File: config.mk
export PLATFORM = sky130hd
export DESIGN_NAME = hps_pin_mux
export DESIGN_NICKNAME = d
export VERILOG_FILES = /design/src/hdl/hps_pkg.sv /design/src/hdl/hps_strap_latch.sv /design/src/hdl/hps_byte_pair.sv /design/src/hdl/hps_pin_mux.sv
export SDC_FILE = /design/constraint.sdc
export NUM_CORES = 1
export LEC_CHECK = 0
export BUFFER_PORTS_ARGS = -buffer_cell sky130_fd_sc_hd__buf_2
export CAP_MARGIN = 20
export CORE_MARGIN = 5
export CORE_UTILIZATION = 53
export CTS_BUF_LIST = sky130_fd_sc_hd__clkbuf_16
export CTS_CLUSTER_SIZE = 8
export DETAILED_ROUTE_END_ITERATION = 6
export MAX_ROUTING_LAYER = met4
export PLACE_DENSITY_LB_ADDON = 0.05
export SLEW_MARGIN = 10
export SYNTH_ARGS = -nofsm -noshare
export SYNTH_HDL_FRONTEND = slang
export SYNTH_SLANG_ARGS = --single-unit
File: constraint.sdc
create_clock -name ref_clk -period 4.08 [get_ports ref_clk]
set_input_delay 0.408 -clock ref_clk [delete_from_list [all_inputs] [get_ports ref_clk]]
set_output_delay 0.408 -clock ref_clk [all_outputs]
set_load 0.05 [all_outputs]
File: src/hdl/hps_pkg.sv
package hps_pkg;
   localparam int HPS_DATA_W   = 8;
   localparam int HPS_WORD_W   = 16;
   localparam int HPS_GPIO_W   = 10;
   localparam int HPS_GPIO_LO  = 36;
   localparam int HPS_GPIO_A   = 44;
   localparam int HPS_GPIO_B   = 45;
   localparam int HPS_GPIO_DHI = 43;
   // GPIO bit positions within the 10-bit local vector
   localparam int HPS_GIDX_A   = HPS_GPIO_A - HPS_GPIO_LO;
   localparam int HPS_GIDX_B   = HPS_GPIO_B - HPS_GPIO_LO;
   localparam int HPS_GIDX_DHI = HPS_GPIO_DHI - HPS_GPIO_LO;
   localparam logic       HPS_STRAP_RST = 1'b0;
   localparam logic [7:0] HPS_BYTE_RST  = 8'h00;
   localparam logic [15:0] HPS_WORD_RST = 16'h0000;
   localparam logic [9:0] HPS_GPIO_RST  = 10'h000;
   localparam logic [1:0] HPS_SEL_CTRL  = 2'h0;
   localparam logic [1:0] HPS_SEL_DINC  = 2'h1;
   localparam logic [1:0] HPS_SEL_ADDR  = 2'h2;
   localparam logic [1:0] HPS_SEL_DATA  = 2'h3;

   typedef enum logic [2:0] {
      HPS_RESET = 3'h1,
      HPS_GPIO  = 3'h2,
      HPS_HOST  = 3'h4
   } hps_mode_t;
endpackage

File: src/hdl/hps_strap_latch.sv
`timescale 1ns/1ps
module hps_strap_latch
   import hps_pkg::*;
(
   input  wire logic      ref_clk,
   input  wire logic      rst_n,
   input  wire logic      portFunctionStrap,
   output hps_mode_t      mode
);
   hps_mode_t modeQ, modeD;

   // Strap is caught by the first clock after release, never by reset
   always_comb begin
      modeD = modeQ;
      case (modeQ)
         HPS_RESET: modeD = portFunctionStrap ? HPS_HOST : HPS_GPIO;
         HPS_GPIO:  modeD = HPS_GPIO;
         HPS_HOST:  modeD = HPS_HOST;
         default:   modeD = HPS_RESET;
      endcase
   end

   always_ff @(posedge ref_clk or negedge rst_n) begin
      if (!rst_n) begin
         modeQ <= HPS_RESET;
      end else begin
         modeQ <= modeD;
      end
   end

   assign mode = modeQ;
endmodule // hps_strap_latch

File: src/hdl/hps_byte_pair.sv
`timescale 1ns/1ps
module hps_byte_pair
   import hps_pkg::*;
(
   input  wire logic                  ref_clk,
   input  wire logic                  rst_n,
   input  wire logic                  byteStb,
   input  wire logic                  byteHalfIdentifier,
   input  wire logic [HPS_DATA_W-1:0] byteIn,
   output logic [HPS_WORD_W-1:0]      wordOut,
   output logic                       wordValid
);
   logic [HPS_DATA_W-1:0] firstQ, firstD;
   logic [HPS_WORD_W-1:0] wordQ, wordD;
   logic                  haveQ, haveD, validQ, validD;

   always_comb begin
      firstD = firstQ;
      haveD  = haveQ;
      wordD  = wordQ;
      validD = 1'b0;
      if (byteStb) begin
         if (!byteHalfIdentifier) begin
            firstD = byteIn;
            haveD  = 1'b1;
         end else if (haveQ) begin
            wordD  = {byteIn, firstQ};
            validD = 1'b1;
            haveD  = 1'b0;
         end
      end
   end

   always_ff @(posedge ref_clk or negedge rst_n) begin
      if (!rst_n) begin
         firstQ <= HPS_BYTE_RST;
         haveQ  <= 1'b0;
         wordQ  <= HPS_WORD_RST;
         validQ <= 1'b0;
      end else begin
         firstQ <= firstD;
         haveQ  <= haveD;
         wordQ  <= wordD;
         validQ <= validD;
      end
   end

   assign wordOut   = wordQ;
   assign wordValid = validQ;
endmodule // hps_byte_pair

File: src/hdl/hps_pin_mux.sv
`timescale 1ns/1ps
// How it works
// Strap high routes data pins to host bus; low to GPIO 43:36.
// GPIO 43:36 are inputs after reset.
// Host data bus is input, drivers off, after reset.
// Strap high during reset selects multiplexed host mode.
// Address and data share the one 8-bit bus.
// Each host cycle is two 8-bit transfers forming 16 bits.
// Control pin A is address strobe if strap high, else GPIO 44.
// Pin functions latched at reset release, fixed until next reset.
// GPIO 44 and 45 are inputs after reset.
// Address strobe is an input.
// Address strobe pulse captures bus address into address register.
// Address strobe only works in multiplexed mode.
// Control pin B is byte identifier if strap high, else GPIO 45.
// Byte identifier is an input.
// Host marks first or second byte with the byte identifier.
// Two select lines pick control, data-inc, address, or data.
// Enable low disables host port; its outputs are high impedance.
// Byte identifier low is first byte, high is second.
module hps_pin_mux
   import hps_pkg::*;
(
   input  wire logic                  ref_clk,
   input  wire logic                  rst_n,
   input  wire logic                  portFunctionStrap,
   input  wire logic                  portEnableInput,
   input  wire logic [HPS_DATA_W-1:0] hostDataPinsIn,
   output logic [HPS_DATA_W-1:0]      hostDataPinsOut,
   output logic [HPS_DATA_W-1:0]      hostDataPinsOe,
   input  wire logic                  hostControlPinAIn,
   output logic                       hostControlPinAOut,
   output logic                       hostControlPinAOe,
   input  wire logic                  hostControlPinBIn,
   output logic                       hostControlPinBOut,
   output logic                       hostControlPinBOe,
   input  wire logic                  registerSelectLine0,
   input  wire logic                  registerSelectLine1,
   input  wire logic                  hostDataStb,
   // General-purpose side, bits 45:36 as a 10-bit vector
   input  wire logic [HPS_GPIO_W-1:0] gpioOutVal,
   input  wire logic [HPS_GPIO_W-1:0] gpioDirOut,
   output logic [HPS_GPIO_W-1:0]      gpioInVal,
   // Host-port core side
   input  wire logic [HPS_DATA_W-1:0] hostReadByte,
   input  wire logic                  hostReadDrive,
   output logic                       hostModeActive,
   output logic                       gpioModeActive,
   output logic [HPS_WORD_W-1:0]      hostAddressRegister,
   output logic                       addrLoadPulse,
   output logic [HPS_WORD_W-1:0]      hostWord,
   output logic                       hostWordValid,
   output logic [1:0]                 hostWordSel,
   output logic [HPS_DATA_W-1:0]      hostByte,
   output logic                       hostByteStb,
   output logic                       hostByteHalf
);
   hps_mode_t mode;

   hps_strap_latch u_strap (
      .ref_clk           (ref_clk),
      .rst_n             (rst_n),
      .portFunctionStrap (portFunctionStrap),
      .mode              (mode)
   );

   logic hostOn;
   logic isHost;
   logic isGpio;
   assign isHost = (mode == HPS_HOST);
   assign isGpio = (mode == HPS_GPIO);
   assign hostOn = isHost && portEnableInput;

   // Select decode; strobe and identifier are ignored outside host mode
   function automatic logic [1:0] sel_code(input logic s1, input logic s0);
      sel_code = {s1, s0};
   endfunction

   // ---- Input sampling registers ----
   logic [HPS_DATA_W-1:0] byteQ, byteD;
   logic                  stbQ, stbD;
   logic                  halfQ, halfD;
   logic [1:0]            selQ, selD;
   logic                  strobeQ, strobeD;
   logic [HPS_GPIO_W-1:0] gpioInQ, gpioInD;

   always_comb begin
      byteD   = hostDataPinsIn;
      stbD    = hostOn && hostDataStb;
      halfD   = hostOn && hostControlPinBIn;
      selD    = sel_code(registerSelectLine1, registerSelectLine0);
      strobeD = hostOn && hostControlPinAIn;
      gpioInD = isGpio ? {hostControlPinBIn, hostControlPinAIn,
                          hostDataPinsIn} : HPS_GPIO_RST;
   end

   always_ff @(posedge ref_clk or negedge rst_n) begin
      if (!rst_n) begin
         byteQ   <= HPS_BYTE_RST;
         stbQ    <= 1'b0;
         halfQ   <= 1'b0;
         selQ    <= HPS_SEL_CTRL;
         strobeQ <= 1'b0;
         gpioInQ <= HPS_GPIO_RST;
      end else begin
         byteQ   <= byteD;
         stbQ    <= stbD;
         halfQ   <= halfD;
         selQ    <= selD;
         strobeQ <= strobeD;
         gpioInQ <= gpioInD;
      end
   end

   // ---- Address strobe edge and address register ----
   logic                  strobeDlyQ, strobeDlyD;
   logic [HPS_WORD_W-1:0] addrQ, addrD;
   logic                  loadQ, loadD;
   logic [HPS_DATA_W-1:0] addrLowQ, addrLowD;
   logic                  strobeFall;
   assign strobeFall = strobeDlyQ && !strobeQ;

   // Address strobe: rising edge latches the byte, paired by identifier
   always_comb begin
      strobeDlyD = strobeQ;
      addrD      = addrQ;
      addrLowD   = addrLowQ;
      loadD      = 1'b0;
      if (strobeQ && !strobeDlyQ && isHost) begin
         if (!halfQ) begin
            addrLowD = byteQ;
         end else begin
            addrD = {byteQ, addrLowQ};
            loadD = 1'b1;
         end
      end else if (stbQ && selQ == HPS_SEL_ADDR) begin
         if (!halfQ) begin
            addrLowD = byteQ;
         end else begin
            addrD = {byteQ, addrLowQ};
            loadD = 1'b1;
         end
      end
      if (strobeFall) begin
         strobeDlyD = 1'b0;
      end
   end

   always_ff @(posedge ref_clk or negedge rst_n) begin
      if (!rst_n) begin
         strobeDlyQ <= 1'b0;
         addrQ      <= HPS_WORD_RST;
         addrLowQ   <= HPS_BYTE_RST;
         loadQ      <= 1'b0;
      end else begin
         strobeDlyQ <= strobeDlyD;
         addrQ      <= addrD;
         addrLowQ   <= addrLowD;
         loadQ      <= loadD;
      end
   end

   // ---- Two-byte word assembly for data strobes ----
   hps_byte_pair u_pair (
      .ref_clk            (ref_clk),
      .rst_n              (rst_n),
      .byteStb            (stbQ),
      .byteHalfIdentifier (halfQ),
      .byteIn             (byteQ),
      .wordOut            (hostWord),
      .wordValid          (hostWordValid)
   );

   // ---- Output drive ----
   logic [HPS_DATA_W-1:0] outByteQ, outByteD;
   logic [HPS_DATA_W-1:0] oeByteQ, oeByteD;
   logic                  oeAQ, oeAD, oeBQ, oeBD;
   logic                  outAQ, outAD, outBQ, outBD;

   // Drivers off through reset and until the strap state is known
   always_comb begin
      outByteD = HPS_BYTE_RST;
      oeByteD  = HPS_BYTE_RST;
      outAD    = 1'b0;
      outBD    = 1'b0;
      oeAD     = 1'b0;
      oeBD     = 1'b0;
      if (isGpio) begin
         outByteD = gpioOutVal[HPS_GIDX_DHI:0];
         oeByteD  = gpioDirOut[HPS_GIDX_DHI:0];
         outAD    = gpioOutVal[HPS_GIDX_A];
         oeAD     = gpioDirOut[HPS_GIDX_A];
         outBD    = gpioOutVal[HPS_GIDX_B];
         oeBD     = gpioDirOut[HPS_GIDX_B];
      end else if (hostOn && hostReadDrive) begin
         outByteD = hostReadByte;
         oeByteD  = {HPS_DATA_W{1'b1}};
      end
   end

   always_ff @(posedge ref_clk or negedge rst_n) begin
      if (!rst_n) begin
         outByteQ <= HPS_BYTE_RST;
         oeByteQ  <= HPS_BYTE_RST;
         outAQ    <= 1'b0;
         outBQ    <= 1'b0;
         oeAQ     <= 1'b0;
         oeBQ     <= 1'b0;
      end else begin
         outByteQ <= outByteD;
         oeByteQ  <= oeByteD;
         outAQ    <= outAD;
         outBQ    <= outBD;
         oeAQ     <= oeAD;
         oeBQ     <= oeBD;
      end
   end

   assign hostDataPinsOut     = outByteQ;
   assign hostDataPinsOe      = oeByteQ;
   assign hostControlPinAOut  = outAQ;
   assign hostControlPinAOe   = oeAQ;
   assign hostControlPinBOut  = outBQ;
   assign hostControlPinBOe   = oeBQ;
   assign gpioInVal           = gpioInQ;
   assign hostModeActive      = isHost;
   assign gpioModeActive      = isGpio;
   assign hostAddressRegister = addrQ;
   assign addrLoadPulse       = loadQ;
   assign hostWordSel         = selQ;
   assign hostByte            = byteQ;
   assign hostByteStb         = stbQ;
   assign hostByteHalf        = halfQ;
endmodule // hps_pin_mux

==> run metrics <==
DR pass1 iterations 4; max incr delay on CP 480 ps; clk_skew around 5.8 ps; fin cells 421; cts hold-fix bufs 0; fmax 436 MHz; via count 2097; leakage power 2.57 nW; DRC 0; pwr/cell area between 600 and 700 nW/µm²; layout cells sized above 1 a little under three fifths; Max Slew Vio Count 0; GP Congestion 0.749; Die W just over 90 µm; placed cells 406; crit path setup slack, layout 1790 ps; first-pass GRT wire length 11.8 mm; most frequent cells in the layout 122 x buf_2, 97 x dfrtp_1, 39 x mux2_2; #FFs+latches synth between 90 and 100; final hold violations 0; core region area between 6000 and 7000 µm²; DP Area between 4000 and 5000 µm²; wire per inst 16.9 µm; YS warnings 0; Mapped Nets 260; max cap viols 0; Least-Margin Pin Slew 1100 ps; total gr overflow 0; commonest non-fill, non-tap cell in the layout buf_2; clock root buffer clkbuf_16; critical-path cell list nand2b_1, nor2_2, buf_4, buf_2; Rows 29; register area share after synthesis 69.8%; global router's overall resource usage 18.6%; initial antenna violation count 0; nets@finish 386; pin count of the biggest net entering global routing 72; Worst Setup End Kind output port; CTS Buf Count 9; vias per cell 4.98; fin crit share between 50 and 60%; Area Growth Syn to Fin 27.5%; CP Class reg -> out; Min-Delay Path Depth 1; port bufs 123; I/O pin cnt around 120; Crit path required time 3670 ps; Slowest-stage cell, CP dfrtp_1; Reg2Reg Depth 3; final design instance area without fill between 4000 and 5000 µm²; Avg Synthesized Cell Area 16.4 µm²; Critical Path AT 1880 ps; Gate Count Post-Synth 214; die area 8360 µm²; # setup viols final 0; worst skew pair latency 330 ps; CTS tree yes; status completed; Post-CTS Resized 0; Netlist cell types 28; ANT nets after route 0; Max VDD drop 463 µV; WL final roughly 7.1 mm; initial DRC count 71; n_diodes 0; dpl hpwl 4.88 mm; setup repair after global routing missed its margin false; number of global-route vias before repair 2258; htree depth 3; setup TNS 0 ps; Starting Density 55.0%; Worst slew margin 26.6%; fin crit period approximately 2300 ps; Place WS about 1900 ps; Setup crit start kind flop; Die Y approximately 90 µm; synthesized area between 3000 and 4000 µm²; Critical Path Fanout Max 24; clk buf depth 2; Sink Count 98; Setup Fix Bufs, Post-CTS 0; min-delay worst type in -> reg; Worst-path clk slew 60 ps
## registers in the layout, summed over array words and instances, names as in the netlist, 2 cells and up
signal / cells
addrLowQ: 8
u_strap.mode: 3
u_pair.wordOut: 16
gpioInVal: 10
hostDataPinsOut: 8
hostAddressRegister: 16
u_pair.firstQ: 8
hostByte: 8
hostDataPinsOe: 8
hostWordSel: 2
## power breakdown
group / switching (mW) / internal, mW / leakage [nW]
logic: 0.446 / 0.201 / 1.11
registers: 0.0927 / 1.14 / 1.32
clock network: 0.335 / 0.529 / 0.143
## metrics by stage
step	total power, mW	util (%)	hold WS, ps
5_1_grt	2.87	70.1	179
4_1_cts	2.77	70.1	173
3_3_place_gp	1.88	65.3	389
2_1_floorplan	1.71	-	112
6_report	2.74	70.1	183
3_5_place_dp	1.90	65.3	398
## cell families (layout without fill, tap and decap cells)
family / count (synthesis) / in the layout / share of synthesized area (%)
AOI/OAI and AO/OA: 23 / 23 / 5.13
xor gates and xnor gates: 1 / 1 / 0.249
buffers and inverters: 13 / 143 / 2.42
DFF: 98 / 98 / 69.8
muxes: 48 / 48 / 16.3
and+or+nand+nor: 31 / 31 / 6.02
## worst max-delay path, delay by kind of cell (launching register included)
family	cells	cell delay, ps
buf+inv	2	630
simple gates	2	430
flops	1	480
## layout make-up
class	instances	area, µm²
clock buffer	9	225
clock inverter	6	82.6
fill	458	1910
inverter	3	11.3
multi-input combinational	103	977
sequential	98	2450
tap	77	96.3
timing repair buffer	125	633
## final timing paths
| check | slack, ps | from | endpoint |
|---|---|---|---|
| max | 1790 | u_strap.mode[1]$_DFF_PN0_ | gpioModeActive |
| max reg2reg | 1880 | hostByteHalf$_DFF_PN0_ | addrLowQ[1]$_DFFE_PN0P_ |
| max in group asynchronous | 2990 | rst_n | hostAddressRegister[6]$_DFFE_PN0P_ |
| min | 180 | registerSelectLine0 | hostWordSel[0]$_DFF_PN0_ |
| min in group asynchronous | 200 | rst_n | u_pair.firstQ[0]$_DFFE_PN0P_ |
| min reg2reg | 410 | strobeQ$_DFF_PN0_ | strobeDlyQ$_DFF_PN0_ |
## metal layers
metal	track usage [%]	vias up	wire length, µm
met1	24.1	1011	3060
met3	3.47	12	449
li1	-	987	-
met5	-	-	0
met2	28.8	87	3470
met4	7.70	0	140
## synthesized netlist by cell type (all sizes together)
library cell / number / area share (%)
a21oi: 2 / 0.28
o21ai: 2 / 0.28
nand3b: 1 / 0.21
and4bb: 1 / 0.36
nor2b: 2 / 0.36
buf: 7 / 1.8
inv: 3 / 0.32
nor3b: 2 / 0.75
mux2: 48 / 16
a22o: 8 / 2.0
clkbuf: 3 / 0.32
nor2: 2 / 0.21
and4b: 1 / 0.28
dfstp: 1 / 0.75
a41o: 1 / 0.28
nand3: 1 / 0.14
or2b: 1 / 0.21
a21o: 9 / 1.9
nand2: 1 / 0.11
nand2b: 1 / 0.18
and2: 18 / 3.2
dfrtp: 97 / 69
a22oi: 1 / 0.36
xor2: 1 / 0.25
No activity file was read; power rests on OpenSTA's default activity.
